===== config.mk =====
export PLATFORM = sky130hd
export DESIGN_NAME = serial_tx_ctrl
export DESIGN_NICKNAME = d
export VERILOG_FILES = /design/src/serial_tx_pkg.sv /design/src/baud_tick.sv /design/src/serial_tx_ctrl.sv
export SDC_FILE = /design/constraint.sdc
export NUM_CORES = 1
export LEC_CHECK = 0
export BUFFER_PORTS_ARGS = -buffer_cell sky130_fd_sc_hd__clkbuf_2
export CAP_MARGIN = 0
export CORE_MARGIN = 2
export CORE_UTILIZATION = 32
export DETAILED_ROUTE_END_ITERATION = 8
export PLACE_DENSITY_LB_ADDON = 0.1
export SETUP_SLACK_MARGIN = 0.02
export SYNTH_ARGS = -nofsm -noshare
export SYNTH_HDL_FRONTEND = slang
export SYNTH_HIERARCHICAL = 1
export SYNTH_SLANG_ARGS = --single-unit

===== constraint.sdc =====
create_clock -name clk_i -period 2.95 [get_ports clk_i]
set_clock_uncertainty 0.15 [all_clocks]
set_input_delay 0.59 -clock clk_i [delete_from_list [all_inputs] [get_ports clk_i]]
set_output_delay 0.59 -clock clk_i [all_outputs]
set_load 0.01 [all_outputs]

===== src/serial_tx_pkg.sv =====
/*
  Constants for the transmit status/control block: register offsets,
  bit positions, reset values, mode codes and frame lengths.
  Assumes a 32-bit classic Wishbone register bus with byte addresses.
*/
package serial_tx_pkg;
  // Register byte offsets
  localparam logic [7:0] STATUS_OFS = 8'h00;
  localparam logic [7:0] TXDATA_OFS = 8'h04;
  localparam logic [7:0] CTRL_OFS = 8'h08;
  // Bit positions in serial_status_control
  localparam int IRQSEL1_BIT = 15;
  localparam int INVERT_BIT = 14;
  localparam int IRQSEL0_BIT = 13;
  localparam int RXEN_BIT = 12;
  localparam int BREAK_BIT = 11;
  localparam int TXEN_BIT = 10;
  localparam int BUFFULL_BIT = 9;
  localparam int SHEMPTY_BIT = 8;
  // Bit positions in the control register
  localparam int MODON_BIT = 0;
  localparam int INFRARED_ENCODER_ENABLE_BIT = 1;
  // Byte lanes
  localparam int LANE_HI = 1;
  localparam int LANE_LO = 0;
  // Transmit interrupt modes
  localparam logic [1:0] IRQ_EACH = 2'h0;
  localparam logic [1:0] IRQ_DONE = 2'h1;
  localparam logic [1:0] IRQ_BUFEMPTY = 2'h2;
  localparam logic [1:0] IRQ_RESVD = 2'h3;
  // Frame shapes, LSB first
  localparam logic [4:0] CHAR_BITS = 5'h0A;
  localparam logic [4:0] BREAK_BITS = 5'h0E;
  localparam logic [13:0] BREAK_FRAME = 14'h2000;
  localparam logic [31:0] ZERO_WORD = 32'h0000_0000;
  // Default bit period in clocks
  localparam int BIT_CLKS = 868;
endpackage : serial_tx_pkg


===== src/baud_tick.sv =====
/*
  Bit period timer: one-cycle tick at the end of every bit period.
  Assumes restart_i pulses when a frame is loaded so bit edges align.
*/
`timescale 1ns/1ps
module baud_tick #(
  parameter int DIV = serial_tx_pkg::BIT_CLKS
) (
  input wire logic clk_i, // System clock
  input wire logic rst_i, // Synchronous reset, high
  input wire logic restart_i, // Restart the period
  output logic tick_o // End of bit period
);
  localparam int CW = $clog2(DIV + 1);
  localparam logic [CW-1:0] LAST = CW'(DIV - 1);
  logic [CW-1:0] cnt_reg;
  wire at_end = (cnt_reg == LAST);

  always_ff @(posedge clk_i) begin
    if (rst_i || restart_i || at_end) begin
      cnt_reg <= '0;
    end else begin
      cnt_reg <= cnt_reg + CW'(1);
    end
  end

  // Combinational so that every bit, the first too, lasts exactly DIV clocks
  assign tick_o = at_end;
endmodule : baud_tick


===== src/serial_tx_ctrl.sv =====
/*
  Transmit side status and control of an asynchronous serial port with a
  one-character buffer, shift register, sync break and event output.
  Assumes a classic Wishbone master and an outside pin mux that honours
  the output enables.
*/
// The register offsets and register access over Wishbone were left to the implementer.
// What this block does
// - The two-bit interrupt select picks when the transmit event fires, code 11 never fires.
// - Transmit enable, while the module-on bit is set, hands the output pin to the port, clearing it aborts and empties the buffer.
// - A requested break sends start, twelve zeros and stop, and the request clears itself after.
// - The buffer-full flag is read-only and shows that no further character is accepted, except in the cycle the buffer loads the shift register.
// - The shift-empty flag is read-only and is one only with shift register and buffer empty.
// - Polarity invert flips every line bit, the idle level too, and only while the infrared encoder is enabled.
`timescale 1ns/1ps
module serial_tx_ctrl #(
  parameter int BIT_DIV = serial_tx_pkg::BIT_CLKS
) (
  input wire logic clk_i, // System clock
  input wire logic rst_i, // Synchronous reset, high
  input wire logic wb_cyc_i, // Bus cycle
  input wire logic wb_stb_i, // Bus strobe
  input wire logic wb_we_i, // Write enable
  input wire logic [7:0] wb_adr_i, // Byte address
  input wire logic [3:0] wb_sel_i, // Byte lanes
  input wire logic [31:0] wb_dat_i, // Write data
  output logic [31:0] wb_dat_o, // Read data
  output logic wb_ack_o, // Acknowledge
  output logic serial_out_o, // Transmit line level
  output logic serial_out_oe_o, // Transmitter owns the pin
  output logic serial_in_owned_o, // Receiver owns the input pin
  output logic tx_irq_o // Transmit event pulse
);
  // Register state
  logic [1:0] irq_sel_reg;
  logic invert_reg, rx_en_reg, break_req_reg, tx_en_reg;
  logic module_on_reg, ir_en_reg;
  logic buf_full_reg, busy_reg, is_break_reg;
  logic [7:0] buf_data_reg;
  logic [13:0] shift_reg;
  logic [4:0] bits_left_reg;
  logic [31:0] rdata_next;

  // Bus decode
  wire req = wb_cyc_i && wb_stb_i;
  wire wr_now = req && wb_ack_o && wb_we_i;
  wire hit_status = (wb_adr_i == serial_tx_pkg::STATUS_OFS);
  wire hit_data = (wb_adr_i == serial_tx_pkg::TXDATA_OFS);
  wire hit_ctrl = (wb_adr_i == serial_tx_pkg::CTRL_OFS);
  wire wr_status_hi = wr_now && hit_status && wb_sel_i[serial_tx_pkg::LANE_HI];
  wire wr_ctrl = wr_now && hit_ctrl && wb_sel_i[serial_tx_pkg::LANE_LO];
  wire wr_char = wr_now && hit_data && wb_sel_i[serial_tx_pkg::LANE_LO];

  // Transmit engine control
  wire tx_on = tx_en_reg && module_on_reg;
  wire tick;
  wire load_char = tx_on && !busy_reg && !break_req_reg && buf_full_reg;
  wire load_break = tx_on && !busy_reg && break_req_reg;
  wire frame_end = busy_reg && tick && (bits_left_reg == 5'h01);
  wire char_taken = wr_char && tx_on && (!buf_full_reg || load_char);
  wire shift_empty = !busy_reg && !buf_full_reg;
  wire line_bit = busy_reg ? shift_reg[0] : 1'b1;
  wire flip = ir_en_reg && invert_reg;

  wire ev_each = load_char;
  wire ev_bufempty = load_char && !char_taken;
  wire ev_done = frame_end && !is_break_reg && !buf_full_reg;
  wire irq_next = (irq_sel_reg == serial_tx_pkg::IRQ_EACH) ? ev_each :
                  (irq_sel_reg == serial_tx_pkg::IRQ_BUFEMPTY) ? ev_bufempty :
                  (irq_sel_reg == serial_tx_pkg::IRQ_DONE) ? ev_done : 1'b0;

  baud_tick #(.DIV(BIT_DIV)) u_tick (
    .clk_i(clk_i),
    .rst_i(rst_i),
    .restart_i(load_char || load_break),
    .tick_o(tick)
  );

  // Read mux, low byte belongs to the receiver and reads zero here
  always_comb begin
    rdata_next = serial_tx_pkg::ZERO_WORD;
    if (hit_status) begin
      rdata_next[serial_tx_pkg::IRQSEL1_BIT] = irq_sel_reg[1];
      rdata_next[serial_tx_pkg::INVERT_BIT] = invert_reg;
      rdata_next[serial_tx_pkg::IRQSEL0_BIT] = irq_sel_reg[0];
      rdata_next[serial_tx_pkg::RXEN_BIT] = rx_en_reg;
      rdata_next[serial_tx_pkg::BREAK_BIT] = break_req_reg;
      rdata_next[serial_tx_pkg::TXEN_BIT] = tx_en_reg;
      rdata_next[serial_tx_pkg::BUFFULL_BIT] = buf_full_reg;
      rdata_next[serial_tx_pkg::SHEMPTY_BIT] = shift_empty;
    end else if (hit_ctrl) begin
      rdata_next[serial_tx_pkg::MODON_BIT] = module_on_reg;
      rdata_next[serial_tx_pkg::INFRARED_ENCODER_ENABLE_BIT] = ir_en_reg;
    end
  end

  // Single-wait-state slave, unmapped addresses ack with zero
  always_ff @(posedge clk_i) begin
    if (rst_i) begin
      wb_ack_o <= 1'b0;
      wb_dat_o <= serial_tx_pkg::ZERO_WORD;
    end else begin
      wb_ack_o <= req && !wb_ack_o;
      wb_dat_o <= rdata_next;
    end
  end

  // Control bits
  always_ff @(posedge clk_i) begin
    if (rst_i) begin
      irq_sel_reg <= serial_tx_pkg::IRQ_EACH;
      invert_reg <= 1'b0;
      rx_en_reg <= 1'b0;
      tx_en_reg <= 1'b0;
      module_on_reg <= 1'b0;
      ir_en_reg <= 1'b0;
    end else begin
      if (wr_status_hi) begin
        irq_sel_reg <= {wb_dat_i[serial_tx_pkg::IRQSEL1_BIT],
                        wb_dat_i[serial_tx_pkg::IRQSEL0_BIT]};
        invert_reg <= wb_dat_i[serial_tx_pkg::INVERT_BIT];
        rx_en_reg <= wb_dat_i[serial_tx_pkg::RXEN_BIT];
        tx_en_reg <= wb_dat_i[serial_tx_pkg::TXEN_BIT];
      end
      if (wr_ctrl) begin
        module_on_reg <= wb_dat_i[serial_tx_pkg::MODON_BIT];
        ir_en_reg <= wb_dat_i[serial_tx_pkg::INFRARED_ENCODER_ENABLE_BIT];
      end
    end
  end

  // software set wins over hardware clear
  always_ff @(posedge clk_i) begin
    if (rst_i || !tx_on) begin
      break_req_reg <= 1'b0;
    end else if (wr_status_hi) begin
      break_req_reg <= wb_dat_i[serial_tx_pkg::BREAK_BIT];
    end else if (frame_end && is_break_reg) begin
      break_req_reg <= 1'b0;
    end
  end

  // disable aborts and empties the buffer
  always_ff @(posedge clk_i) begin
    if (rst_i || !tx_on) begin
      buf_full_reg <= 1'b0;
      buf_data_reg <= 8'h00;
    end else if (char_taken) begin
      buf_full_reg <= 1'b1;
      buf_data_reg <= wb_dat_i[7:0];
    end else if (load_char) begin
      buf_full_reg <= 1'b0;
    end
  end

  always_ff @(posedge clk_i) begin
    if (rst_i || !tx_on) begin
      busy_reg <= 1'b0;
      is_break_reg <= 1'b0;
      shift_reg <= '0;
      bits_left_reg <= 5'h00;
    end else if (load_break) begin
      busy_reg <= 1'b1;
      is_break_reg <= 1'b1;
      shift_reg <= serial_tx_pkg::BREAK_FRAME;
      bits_left_reg <= serial_tx_pkg::BREAK_BITS;
    end else if (load_char) begin
      busy_reg <= 1'b1;
      is_break_reg <= 1'b0;
      shift_reg <= {4'h0, 1'b1, buf_data_reg, 1'b0};
      bits_left_reg <= serial_tx_pkg::CHAR_BITS;
    end else if (busy_reg && tick) begin
      shift_reg <= {1'b0, shift_reg[13:1]};
      bits_left_reg <= bits_left_reg - 5'h01;
      busy_reg <= !frame_end;
    end
  end

  // Pins and event output
  always_ff @(posedge clk_i) begin
    if (rst_i) begin
      serial_out_o <= 1'b1;
      serial_out_oe_o <= 1'b0;
      serial_in_owned_o <= 1'b0;
      tx_irq_o <= 1'b0;
    end else begin
      serial_out_o <= line_bit ^ flip;
      serial_out_oe_o <= tx_on;
      serial_in_owned_o <= rx_en_reg && module_on_reg;
      tx_irq_o <= irq_next;
    end
  end

  // Checks
  ack_one_cycle_a: assert property (@(posedge clk_i) disable iff (rst_i)
    wb_ack_o |=> !wb_ack_o)
    else $error("ack held more than one cycle");
  oe_follows_en_a: assert property (@(posedge clk_i) disable iff (rst_i)
    !tx_on |=> !serial_out_oe_o && !buf_full_reg && !busy_reg)
    else $error("disabled transmitter still active");
  resvd_silent_a: assert property (@(posedge clk_i) disable iff (rst_i)
    irq_sel_reg == serial_tx_pkg::IRQ_RESVD |=> !tx_irq_o)
    else $error("reserved mode fired event");
  each_fires_a: assert property (@(posedge clk_i) disable iff (rst_i)
    load_char && irq_sel_reg == serial_tx_pkg::IRQ_EACH |=> tx_irq_o)
    else $error("transfer event missing");
  break_len_a: assert property (@(posedge clk_i) disable iff (rst_i)
    load_break |=> busy_reg && is_break_reg && bits_left_reg == serial_tx_pkg::BREAK_BITS)
    else $error("break frame length wrong");
  break_clear_a: assert property (@(posedge clk_i) disable iff (rst_i)
    $fell(break_req_reg) && tx_on |-> $past(frame_end) || $past(wr_status_hi))
    else $error("break request cleared early");
  full_refuse_a: assert property (@(posedge clk_i) disable iff (rst_i)
    buf_full_reg && !load_char && tx_on |=> buf_full_reg && $stable(buf_data_reg))
    else $error("full buffer changed");
  empty_flag_a: assert property (@(posedge clk_i) disable iff (rst_i)
    (rdata_next[serial_tx_pkg::SHEMPTY_BIT] && hit_status) |-> !busy_reg && !buf_full_reg)
    else $error("shift empty while occupied");
  idle_level_a: assert property (@(posedge clk_i) disable iff (rst_i)
    !busy_reg && !ir_en_reg |=> serial_out_o)
    else $error("idle level inverted without encoder");
  rx_owned_a: assert property (@(posedge clk_i) disable iff (rst_i)
    !rx_en_reg |=> !serial_in_owned_o)
    else $error("receiver holds pin while disabled");
  ack_follows_req_a: assert property (@(posedge clk_i) disable iff (rst_i)
    req && !wb_ack_o |=> wb_ack_o)
    else $error("request not answered after one wait");
  irq_pulse_a: assert property (@(posedge clk_i) disable iff (rst_i)
    tx_irq_o |=> !tx_irq_o)
    else $error("transmit event longer than one cycle");
  done_fires_a: assert property (@(posedge clk_i) disable iff (rst_i)
    ev_done && irq_sel_reg == serial_tx_pkg::IRQ_DONE |=> tx_irq_o)
    else $error("last character event missing");
  bufempty_fires_a: assert property (@(posedge clk_i) disable iff (rst_i)
    load_char && !char_taken && irq_sel_reg == serial_tx_pkg::IRQ_BUFEMPTY |=> tx_irq_o)
    else $error("buffer empty event missing");
  break_zero_a: assert property (@(posedge clk_i) disable iff (rst_i)
    busy_reg && is_break_reg && bits_left_reg > 5'h01 |-> !shift_reg[0])
    else $error("break frame bit not zero");
  break_stop_a: assert property (@(posedge clk_i) disable iff (rst_i)
    busy_reg && is_break_reg && bits_left_reg == 5'h01 |-> shift_reg[0])
    else $error("break frame stop bit missing");
  break_hold_a: assert property (@(posedge clk_i) disable iff (rst_i)
    break_req_reg && tx_on && !wr_status_hi && !(frame_end && is_break_reg)
    |=> break_req_reg)
    else $error("break request dropped before its frame");
  break_keeps_buf_a: assert property (@(posedge clk_i) disable iff (rst_i)
    load_break && !char_taken |=> $stable(buf_full_reg))
    else $error("break frame consumed the buffer");
  char_frame_a: assert property (@(posedge clk_i) disable iff (rst_i)
    load_char |=> !shift_reg[0] && shift_reg[9] &&
      bits_left_reg == serial_tx_pkg::CHAR_BITS)
    else $error("character frame shape wrong");
  oe_on_a: assert property (@(posedge clk_i) disable iff (rst_i)
    tx_on |=> serial_out_oe_o)
    else $error("enabled transmitter does not own pin");
  taken_full_a: assert property (@(posedge clk_i) disable iff (rst_i)
    char_taken |=> buf_full_reg)
    else $error("accepted character not buffered");
  load_empties_a: assert property (@(posedge clk_i) disable iff (rst_i)
    load_char && !char_taken |=> !buf_full_reg)
    else $error("buffer still full after load");
  frame_drop_a: assert property (@(posedge clk_i) disable iff (rst_i)
    frame_end |=> !busy_reg)
    else $error("shift register busy after frame end");
  empty_rises_a: assert property (@(posedge clk_i) disable iff (rst_i)
    frame_end && !buf_full_reg && !char_taken |=> shift_empty)
    else $error("shift empty missing after last frame");
  invert_idle_a: assert property (@(posedge clk_i) disable iff (rst_i)
    !busy_reg && flip |=> !serial_out_o)
    else $error("inverted idle level missing");
  rx_on_a: assert property (@(posedge clk_i) disable iff (rst_i)
    rx_en_reg && module_on_reg |=> serial_in_owned_o)
    else $error("enabled receiver does not own pin");

  // Cycles since the last bit edge, for the bit period check
  localparam int AGE_W = $clog2(BIT_DIV + 1);
  logic [AGE_W-1:0] bit_age_reg;
  always_ff @(posedge clk_i) begin
    if (rst_i || load_char || load_break || (busy_reg && tick)) begin
      bit_age_reg <= '0;
    end else if (bit_age_reg != '1) begin
      bit_age_reg <= bit_age_reg + AGE_W'(1);
    end
  end
  bit_period_a: assert property (@(posedge clk_i) disable iff (rst_i)
    busy_reg && tick |-> bit_age_reg == AGE_W'(BIT_DIV - 1))
    else $error("bit period not one divider span");

  // Main scenarios
  char_sent_c: cover property (@(posedge clk_i) disable iff (rst_i)
    frame_end && !is_break_reg);
  break_sent_c: cover property (@(posedge clk_i) disable iff (rst_i)
    frame_end && is_break_reg);
  abort_c: cover property (@(posedge clk_i) disable iff (rst_i)
    busy_reg && $fell(tx_en_reg));
  done_event_c: cover property (@(posedge clk_i) disable iff (rst_i)
    ev_done && irq_sel_reg == serial_tx_pkg::IRQ_DONE);
  full_refused_c: cover property (@(posedge clk_i) disable iff (rst_i)
    wr_char && buf_full_reg && !load_char);
endmodule : serial_tx_ctrl


# Yosys cells after proc, flatten, opt, wreduce, memory -nomap -nowiden
# Index checks and enable logic that the tools add are counted.
# W data, S select, Z words.
dict set report totals {
  ff_bits 85
  in_bits 49
  out_inout_bits 37
  word_cells 104
}
dict set report classes {
  addsub 2
  n_eq_ne 6
  mux 18
  bitwise 3
  reduce_logical 50
}
# cell n
set op_table {}
lappend op_table {{$mux W14} 3}
lappend op_table {{$logic_and A1 B1 Y1} 26}
lappend op_table {{$mux W1} 12}
lappend op_table {{$mux W4} 3}
lappend op_table {{$add A10 B1 Y10 const B} 1}
lappend op_table {{$eq A10 B10 Y1 const B} 1}
lappend op_table {{$eq A8 B3 Y1 const B} 1}
lappend op_table {{$eq A8 B4 Y1 const B} 1}
lappend op_table {{$logic_not A1 Y1} 8}
lappend op_table {{$logic_not A8 Y1} 1}
lappend op_table {{$reduce_bool A2 Y1} 4}
lappend op_table {{$reduce_or A3 Y1} 2}
lappend op_table {{$eq A5 B1 Y1 const B} 1}
lappend op_table {{$logic_or A1 B1 Y1} 5}
lappend op_table {{$sub A5 B1 Y5 const B} 1}
lappend op_table {{$reduce_or A2 Y1} 2}
lappend op_table {{$reduce_bool A3 Y1} 1}
lappend op_table {{$eq A2 B1 Y1 const B} 1}
lappend op_table {{$eq A2 B2 Y1 const B} 1}
lappend op_table {{$logic_not A2 Y1} 1}
lappend op_table {{$not A1 Y1} 2}
lappend op_table {{$xor A1 B1 Y1} 1}

# Depth between registers and ports, before layout
# Gate-level depths: netlist of run 1.
dict set report logic_depth {
  depth_word 11
  ltp_mapped 8
  mapped_depth_nobuf 7
}

# By module
# Netlist of run 1, hierarchy kept.
# module instances cells_each area_each_um2 seq_area_each_um2
set modules_own_cells {}
lappend modules_own_cells {serial_tx_ctrl 1 257 2333.5 1061.0}
lappend modules_own_cells {baud_tick 1 49 462.9 200.2}

# Worst setup path after synthesis of run 1
# No wires, ideal clock.
dict set report synth_path {
  path_type {reg-to-reg}
  startpoint {register u_tick.cnt_reg[0]}
  endpoint {register break_req_reg}
  setup_ns 0.116
  arrival_time_ns 2.026
  required_time_ns 2.684
  slack_ns 0.658
  path_stages_with_launch 8
  n_path_buf 0
  period_less_slack_ns 2.292
  cell_sequence {dfxtp_1 ha_1 nand4bb_1 nor4_1 nand2_2 nor4_1 a221oi_2 a31o_2}
}
dict set report synth_between {
  elab_chain_len 5
}
# element line_no
set synth_rtl {}
lappend synth_rtl {{from (decl)} baud_tick.sv:16} ;# logic [CW-1:0] cnt_reg;
lappend synth_rtl {{from (signal assigned)} baud_tick.sv:23} ;# cnt_reg <= cnt_reg + CW'(1);
lappend synth_rtl {{$eq A10 B10 Y1} baud_tick.sv:17} ;# wire at_end = (cnt_reg == LAST);
lappend synth_rtl {{via tick} serial_tx_ctrl.sv:56} ;# wire tick;
lappend synth_rtl {{$logic_and A1 B1 Y1} --}
lappend synth_rtl {{$logic_and A1 B1 Y1} serial_tx_ctrl.sv:59} ;# wire frame_end = busy_reg && tick && (bits_left_reg == 5'h01);
lappend synth_rtl {{$logic_and A1 B1 Y1} serial_tx_ctrl.sv:138} ;# end else if (frame_end && is_break_reg) begin
lappend synth_rtl {{$reduce_bool A2 Y1 (no source line)} --}
lappend synth_rtl {{to (signal assigned)} serial_tx_ctrl.sv:137} ;# break_req_reg <= wb_dat_i[serial_tx_pkg::BREAK_BIT];
lappend synth_rtl {{to (decl)} serial_tx_ctrl.sv:36} ;# logic invert_reg, rx_en_reg, break_req_reg, tx_en_reg;
# The timed path passes the listed nets, and every way through them passes these cells.
# A chain may end at the register's enable or synchronous reset.

# Worst setup path in the final report of run 1
# Ends and elaborated chain as after synthesis.

==> impl_table.tex, run 1 <==
\begin{tabular}{lr}
\hline
Metric & Value \\
\hline
\multicolumn{2}{l}{\textbf{Setup path}} \\
\quad Reg2reg setup slack & 0.34 ns \\
\quad Capture point of the worst path & break\_req\_reg \\
\quad Element type at the critical path start & register \\
\quad Worst reg2reg startpoint & u\_tick/cnt\_reg[0] \\
\quad Top cell family by delay on the critical path & simple AND/OR/NAND/NOR gates \\
\quad Worst setup path category & reg -> reg \\
\quad Maximum fanout count along the critical path & 8 \\
\quad Terminus of the critical flop-to-flop path & break\_req\_reg \\
\quad CP arrival & 2.68 ns \\
\quad Delay of the slowest critical-path stage & 0.51 ns \\
\quad Worst path bufs/invs & 1 \\
\quad Slowest cell on the critical path & sky130\_fd\_sc\_hd\_\_nor4\_1 \\
\quad Worst path depth & 8 \\
\quad Path depth of the worst reg2reg path & 8 \\
\quad Series of cell instances along the critical path & ha\_1 > nand4bb\_1 > nor4\_1 > nand2\_2 > nor4\_1 > buf\_4 > a221oi\_2 > a31o\_2 \\
\quad First element of the critical path & u\_tick/cnt\_reg[0] \\
\quad Critical path data required time & 3.02 ns \\
\quad Worst setup EP type & register \\
\quad Cell repeated most along the worst path & sky130\_fd\_sc\_hd\_\_nor4\_1 \\
\multicolumn{2}{l}{\textbf{Synthesis}} \\
\quad Post-Synthesis Mean Instance Area & 9.139 µm² \\
\quad Proportion of register bits with asynchronous set or reset after synthesis & 0 \\
\quad Number of instances in the synthesized netlist & 306 \\
\quad Number of distinct library cells after synthesis & 46 \\
\quad Post-synth top flop & sky130\_fd\_sc\_hd\_\_dfxtp\_1 \\
\quad Count of yosys warnings during synthesis & 6 \\
\quad Leading area contributor after synthesis & sky130\_fd\_sc\_hd\_\_dfxtp\_1 \\
\quad Post-synthesis register bit count & 63 \\
\quad Cell types with the largest area share after synthesis & sky130\_fd\_sc\_hd\_\_dfxtp\_1 (45\%), sky130\_fd\_sc\_hd\_\_buf\_4 (6.4\%), sky130\_fd\_sc\_hd\_\_a21oi\_1 (6.3\%) \\
\quad Count of flip-flops with a built-in enable after synthesis & 0 \\
\quad Mapped Area & 2796 µm² \\
\quad Part of the Yosys area used for sequential elements & 0.4510 \\
\quad Fraction of post-synthesis cell area in the top cell type by area & 0.4510 \\
\multicolumn{2}{l}{\textbf{Power and ir drop}} \\
\quad Worst vdd rail ir drop & 0.1894 mV \\
\quad Power density over cell area & 480.3 nW/µm² \\
\quad Static leakage power & 1.159 nW \\
\quad Final Total Pwr & 1.535 mW \\
\multicolumn{2}{l}{\textbf{STA}} \\
\quad Max-slew violation count & 0 \\
\quad Slew at the pin with the worst max-slew slack & 0.6057 ns \\
\quad Worst slew margin & 0.5948 \\
\quad Final Setup Violations & 0 \\
\quad Setup Total Neg Slack & 0 ns \\
\quad Minimum clock period after layout & 2.607 ns \\
\quad Period utilisation layout & 0.8837 \\
\quad FMAX & 383.6 MHz \\
\quad Final hold violation count & 0 \\
\quad RSZ-0062 raised after global routing & no \\
\multicolumn{2}{l}{\textbf{CTS}} \\
\quad TritonCTS clock tree & built \\
\quad Number of setup buffers added after CTS & 0 \\
\quad Clock buffer depth & 2 \\
\quad Worst skew pair latency & 0.33 ns \\
\quad Number of buffers inserted during clock tree synthesis & 9 \\
\quad Clock tree root buffer cell & sky130\_fd\_sc\_hd\_\_clkbuf\_8 \\
\quad CTS H-tree lvls & 3 \\
\quad Cells resized by post-CTS repair & 0 \\
\quad Cts-stage hold buffer count & 0 \\
\quad Clk slew on worst S/H paths & 0.07 ns \\
\quad Number of sinks handled by clock tree synthesis & 63 \\
\multicolumn{2}{l}{\textbf{Outcome}} \\
\quad Run status & finished clean \\
\multicolumn{2}{l}{\textbf{Cells and area}} \\
\quad Number of filler cells placed in the layout & 916 \\
\quad Flip-flop count of the largest register after layout & 14 \\
\quad Antenna diode count & 0 \\
\quad Util after Layout & 0.3719 \\
\quad Layout cell share with drive strength beyond 1 & 0.2256 \\
\quad Net count, final & 406 \\
\quad Layout overhead on the synthesized area & 14.27\% \\
\multicolumn{2}{l}{\textbf{Floorplanning}} \\
\quad Effective utilization at floorplan & 0.3254 \\
\quad Area of the die & 9502 µm² \\
\quad Width of the die & 97.48 µm \\
\quad Io pins & 86 \\
\quad Core ar. & 8593 µm² \\
\quad Vertical extent of the die & 97.48 µm \\
\quad Number of rows created at floorplan & 34 \\
\multicolumn{2}{l}{\textbf{Drt}} \\
\quad Final wirelength & 5.960 mm \\
\quad DRC errors left & 0 \\
\quad DRT iter0 DRCs & 91 \\
\quad First-pass iteration count of the detailed router & 4 \\
\quad Vias per cell & 4.649 \\
\quad Count of antenna-violating nets left after detailed routing & 0 \\
\quad Total vias in the final route & 2,171 \\
\quad Average routed wire per standard cell & 12.76 µm \\
\multicolumn{2}{l}{\textbf{Placed design}} \\
\quad DPL Wire Length & 4.390 mm \\
\quad Port-buffer cells & 43 \\
\quad Gp weighted congestion & 0.7538 \\
\multicolumn{2}{l}{\textbf{Global route}} \\
\quad Global-route usage over all layers & 0.1302 \\
\quad Pin count of the biggest net entering global routing & 16 \\
\quad Total congestion overflow & 0 \\
\quad Wire length of the first global-routing pass & 10.01 mm \\
\quad Vias in the first global route & 2,048 \\
\quad Initial antenna violation count & 0 \\
\multicolumn{2}{l}{\textbf{Flow run}} \\
\quad Max capacitance violation total & 0 \\
\multicolumn{2}{l}{\textbf{Hold path}} \\
\quad Class of the tightest hold or removal check & reg -> reg \\
\hline
\end{tabular}
[how the worst min path moves through the flow]
stage / start / end / slack [ns] / cells past startpoint
floorplan: rx_en_reg / serial_in_owned_o / 0.27 / 2
CTS: wb_ack_o / wb_ack_o / 0.29 / 1
global route: wb_stb_i / wb_ack_o / 0.33 / 3
finish: wb_ack_o / wb_ack_o / 0.29 / 1
detailed placement: wb_ack_o / wb_ack_o / 0.28 / 1
global placement: wb_ack_o / wb_ack_o / 0.27 / 1
[synthesized netlist by cell type (all sizes together), types with 5 or more instances]
library cell  count
nand4             7
a21oi            39
inv              10
buf              28
nor2             14
dfxtp            63
nand2            28
o21ai            19
nand2b            5
a22oi             8
nand3            19
and2             11
nor4              5
xnor2             6
[report_power, final]
part           internal [mW]  switching, mW
clock                  0.301          0.316
combinational         0.0213         0.0377
sequential             0.854        0.00430
[cells by family (layout without fill, tap and decap cells)]
kind of cell / after synthesis / after routing / synth area share
XOR/XNOR: 8 / 8 / 0.02506
other: 1 / 22 / 0.001341
AO/OA/AOI/OAI: 76 / 76 / 0.1790
adder cells (fa/ha/maj): 3 / 3 / 0.01342
buffers and inverters: 42 / 74 / 0.09709
flip-flops: 63 / 63 / 0.4510
AND/OR/NAND/NOR: 113 / 113 / 0.2331
[through the flow]
step	setup WS, ns	instance area (µm²)	hold WS, ns	cells
3_3_place_gp	0.3807	3038	0.2745	451
3_5_place_dp	0.3547	3038	0.2793	451
6_report	0.3432	3196	0.2853	467
5_1_grt	0.1024	3196	0.3266	467
4_1_cts	0.3354	3196	0.2898	467
2_1_floorplan	0.6579	2875	0.2740	327
[cell usage in the layout (no fill, tap or decap), drive strengths merged, types with 5 or more instances in the layout]
cell type / n
dfxtp: 63
nand2b: 5
nand2: 28
xnor2: 6
a22oi: 8
a21oi: 39
inv: 10
nor4: 5
nand4: 7
conb: 22
clkbuf: 55
nor2: 14
and2: 11
o21ai: 19
nand3: 19
[worst register-to-register path: stages (launching register included)]
cell                        delay (ns)
sky130_fd_sc_hd__dfxtp_1          0.37
sky130_fd_sc_hd__ha_1             0.25
sky130_fd_sc_hd__nand4bb_1        0.20
sky130_fd_sc_hd__nor4_1           0.51
sky130_fd_sc_hd__nand2_2          0.22
sky130_fd_sc_hd__nor4_1           0.34
sky130_fd_sc_hd__buf_4            0.19
sky130_fd_sc_hd__a221oi_2         0.05
sky130_fd_sc_hd__a31o_2           0.22
[cell type report]
| cell class | count | area (µm²) | area share |
|---|---|---|---|
| Multi-Input combinational cell | 222 | 1343 | 0.4201 |
| Sequential cell | 63 | 1261 | 0.3947 |
| Timing Repair Buffer | 47 | 245.2 | 0.07674 |
| Clock buffer | 12 | 135.1 | 0.04229 |
| Tap cell | 108 | 135.1 | 0.04229 |
| Inverter | 11 | 53.80 | 0.01684 |
| Clock inverter | 4 | 22.52 | 0.007048 |
[metal layers]
layer,vias up,share of wire,track usage
li1,1130,-,-
met3,10,0.036,0.02950
met2,42,0.46,0.1947
met1,989,0.49,0.1806
met4,0,0.017,0.05449
met5,-,0,0
No activity file was read; power rests on OpenSTA's default activity.
==> inputs of run 2 (changes only) <==
==> constraint.sdc (replaced) <==
create_clock -name clk_i -period 2.95 [get_ports clk_i]
set_clock_uncertainty 0.15 [all_clocks]
set_input_delay 0.1475 -clock clk_i [delete_from_list [all_inputs] [get_ports clk_i]]
set_output_delay 0.1475 -clock clk_i [all_outputs]
set_load 0.01 [all_outputs]
==> impl_table.tex, run 2 (synthesis results as in run 1) <==
\begin{tabular}{lr}
\hline
Metric & Value \\
\hline
\multicolumn{2}{l}{\textbf{Outcome}} \\
\quad Run status & finished clean \\
\multicolumn{2}{l}{\textbf{Drt}} \\
\quad Count of antenna-violating nets left after detailed routing & 0 (unchanged) \\
\quad Final wirelength & 6.208 mm (+4.2\%) \\
\quad Vias per cell & 4.745 (+2.1\%) \\
\quad Total vias in the final route & 2,292 (+5.6\%) \\
\quad DRC errors left & 0 (unchanged) \\
\quad First-pass iteration count of the detailed router & 4 (unchanged) \\
\quad Average routed wire per standard cell & 12.85 µm (+0.71\%) \\
\quad DRT iter0 DRCs & 84 (-7.7\%) \\
\multicolumn{2}{l}{\textbf{Global route}} \\
\quad Pin count of the biggest net entering global routing & 17 (+1) \\
\quad Wire length of the first global-routing pass & 10.55 mm (+5.4\%) \\
\quad Vias in the first global route & 2,242 (+9.5\%) \\
\quad Global-route usage over all layers & 0.1371 (+0.006871) \\
\quad Initial antenna violation count & 0 (unchanged) \\
\quad Total congestion overflow & 0 (unchanged) \\
\multicolumn{2}{l}{\textbf{Setup path}} \\
\quad Cell repeated most along the worst path & sky130\_fd\_sc\_hd\_\_nor4\_1 \\
\quad Series of cell instances along the critical path & ha\_1 > nand4bb\_1 > nor4\_1 > nand2\_2 > nor4\_1 > buf\_4 > a221oi\_2 > a31o\_2 \\
\quad CP arrival & 2.61 ns (-0.07 ns) \\
\quad Worst setup path category & reg -> reg \\
\quad Element type at the critical path start & register \\
\quad Maximum fanout count along the critical path & 8 (unchanged) \\
\quad Slowest cell on the critical path & sky130\_fd\_sc\_hd\_\_nor4\_1 \\
\quad Worst path bufs/invs & 1 (unchanged) \\
\quad Top cell family by delay on the critical path & simple AND/OR/NAND/NOR gates \\
\quad Critical path data required time & 3.03 ns (about the same) \\
\quad Worst setup EP type & register \\
\quad Delay of the slowest critical-path stage & 0.50 ns (about the same) \\
\multicolumn{2}{l}{\textbf{Placed design}} \\
\quad Gp weighted congestion & 0.7317 (-2.9\%) \\
\quad Port-buffer cells & 43 (unchanged) \\
\quad DPL Wire Length & 4.306 mm (-1.9\%) \\
\quad Cell area reported after detailed placement & 3023 µm² (-0.49\%) \\
\multicolumn{2}{l}{\textbf{Power and ir drop}} \\
\quad Static leakage power & 1.249 nW (+7.7\%) \\
\quad Power density over cell area & 521.5 nW/µm² (+8.6\%) \\
\quad Worst vdd rail ir drop & 0.2763 mV (+46\%) \\
\multicolumn{2}{l}{\textbf{Cells and area}} \\
\quad Util after Layout & 0.3994 (+0.02752) \\
\quad Net count, final & 422 (+3.9\%) \\
\quad Leading cell type in the layout, fill and taps excluded & sky130\_fd\_sc\_hd\_\_dfxtp\_1 \\
\quad Leading cell types in the layout, fill and taps excluded & sky130\_fd\_sc\_hd\_\_dfxtp\_1 (63), sky130\_fd\_sc\_hd\_\_clkbuf\_2 (43), sky130\_fd\_sc\_hd\_\_a21oi\_1 (35) \\
\quad Layout cell share with drive strength beyond 1 & 0.2187 (-0.006960) \\
\quad Number of filler cells placed in the layout & 915 (-0.11\%) \\
\quad Cell area after layout & 3432 µm² (+7.4\%) \\
\quad Layout overhead on the synthesized area & 22.73\% \\
\quad Antenna diode count & 0 (unchanged) \\
\quad Flip-flop count of the largest register after layout & 14 (unchanged) \\
\multicolumn{2}{l}{\textbf{Floorplanning}} \\
\quad Width of the die & 97.48 µm (unchanged) \\
\quad Io pins & 86 (unchanged) \\
\quad Core ar. & 8593 µm² (unchanged) \\
\quad Effective utilization at floorplan & 0.3254 (unchanged) \\
\quad Area of the die & 9502 µm² (unchanged) \\
\quad Vertical extent of the die & 97.48 µm (unchanged) \\
\quad Number of rows created at floorplan & 34 (unchanged) \\
\multicolumn{2}{l}{\textbf{STA}} \\
\quad Period utilisation layout & 0.8580 (-0.02563) \\
\quad FMAX & 395.1 MHz (+3.0\%) \\
\quad RSZ-0062 raised after global routing & no \\
\quad Final hold violation count & 0 (unchanged) \\
\quad Setup Total Neg Slack & 0 ns (unchanged) \\
\quad Worst slew margin & 0.4747 (-0.1202) \\
\quad Final Setup Violations & 0 (unchanged) \\
\quad Slew at the pin with the worst max-slew slack & 0.7880 ns (+0.1823 ns) \\
\quad Minimum clock period after layout & 2.531 ns (-0.07560 ns) \\
\quad Post-route worst hold slack & 0.02960 ns (-0.2557 ns) \\
\quad Max-slew violation count & 0 (unchanged) \\
\multicolumn{2}{l}{\textbf{CTS}} \\
\quad Number of sinks handled by clock tree synthesis & 63 (unchanged) \\
\quad Clk slew on worst S/H paths & 0.08 ns (about the same) \\
\quad Clock tree root buffer cell & sky130\_fd\_sc\_hd\_\_clkbuf\_8 \\
\quad CTS H-tree lvls & 3 (unchanged) \\
\quad Cells resized by post-CTS repair & 0 (unchanged) \\
\quad Worst skew pair latency & 0.34 ns (about the same) \\
\quad Number of buffers inserted during clock tree synthesis & 9 (unchanged) \\
\quad TritonCTS clock tree & built \\
\quad Number of setup buffers added after CTS & 0 (unchanged) \\
\quad Cts-stage hold buffer count & 18 (+18) \\
\quad Clock buffer depth & 2 (unchanged) \\
\multicolumn{2}{l}{\textbf{Flow run}} \\
\quad Max capacitance violation total & 0 (unchanged) \\
\multicolumn{2}{l}{\textbf{Hold path}} \\
\quad Class of the tightest hold or removal check & in -> reg \\
\hline
\end{tabular}
==> run 2: cell count changes in the layout (fill, tap and decap cells not counted), moves of 2 or more <==
cell	change
sky130_fd_sc_hd__buf_4	-2
sky130_fd_sc_hd__dlygate4sd3_1	+18
sky130_fd_sc_hd__clkinv_2	-3
sky130_fd_sc_hd__clkinvlp_4	+2
sky130_fd_sc_hd__clkbuf_1	-3
sky130_fd_sc_hd__bufinv_16	+2
==> run 2: tightest hold or removal path: stages <==
cell	delay [ns]
sky130_fd_sc_hd__clkbuf_2	0.16
sky130_fd_sc_hd__nand3_1	0.11
sky130_fd_sc_hd__a21oi_1	0.06
==> run 2: through the flow <==
| step | std cells | worst slack [ns] | power [mW] |
|---|---|---|---|
| after detailed placement | 449 | 0.3945 | 0.9368 |
| after floorplan | 327 | 0.6579 | 0.9286 |
| final | 483 | 0.4188 | 1.790 |
| after global routing | 483 | 0.1708 | 1.871 |
| after global placement | 449 | 0.4074 | 0.9365 |
| after CTS | 483 | 0.3851 | 1.810 |
==> run 2: where the power goes <==
part           switching [mW]  leakage [nW]  total (mW)  internal, mW
registers             0.00433         0.508       0.858         0.854
logic                  0.0415         0.636      0.0783        0.0368
clock network           0.352         0.105       0.853         0.501
total                   0.398          1.25        1.79          1.39
==> run 2: final timing paths <==
kind	from	to	slack [ns]	depth (start not counted)
worst max-delay path	u_tick/cnt_reg[0]	break_req_reg	0.42	8
worst min-delay path	wb_sel_i[1]	tx_en_reg	0.03	3
worst max register to register	u_tick/cnt_reg[0]	break_req_reg	0.42	8
worst min register to register	wb_ack_o	wb_ack_o	0.30	1
==> run 2: routing by layer <==
| metal | global-route usage | part of all wire | up-vias |
|---|---|---|---|
| li1 | - | - | 1162 |
| met1 | 0.1777 | 0.49 | 1072 |
| met2 | 0.2170 | 0.45 | 49 |
| met3 | 0.03237 | 0.044 | 9 |
| met5 | 0 | 0 | - |
| met4 | 0.06090 | 0.016 | 0 |
==> run 2: cell type report <==
cell class	count	area [µm²]	share of cell area
repair buffers	63	410.4	0.1196
well taps	108	135.1	0.03937
clock inverters	6	91.34	0.02661
multi-input cells	222	1343	0.3912
flip-flops and latches	63	1261	0.3675
inverters	11	53.80	0.01568
clock buffers	10	137.6	0.04010
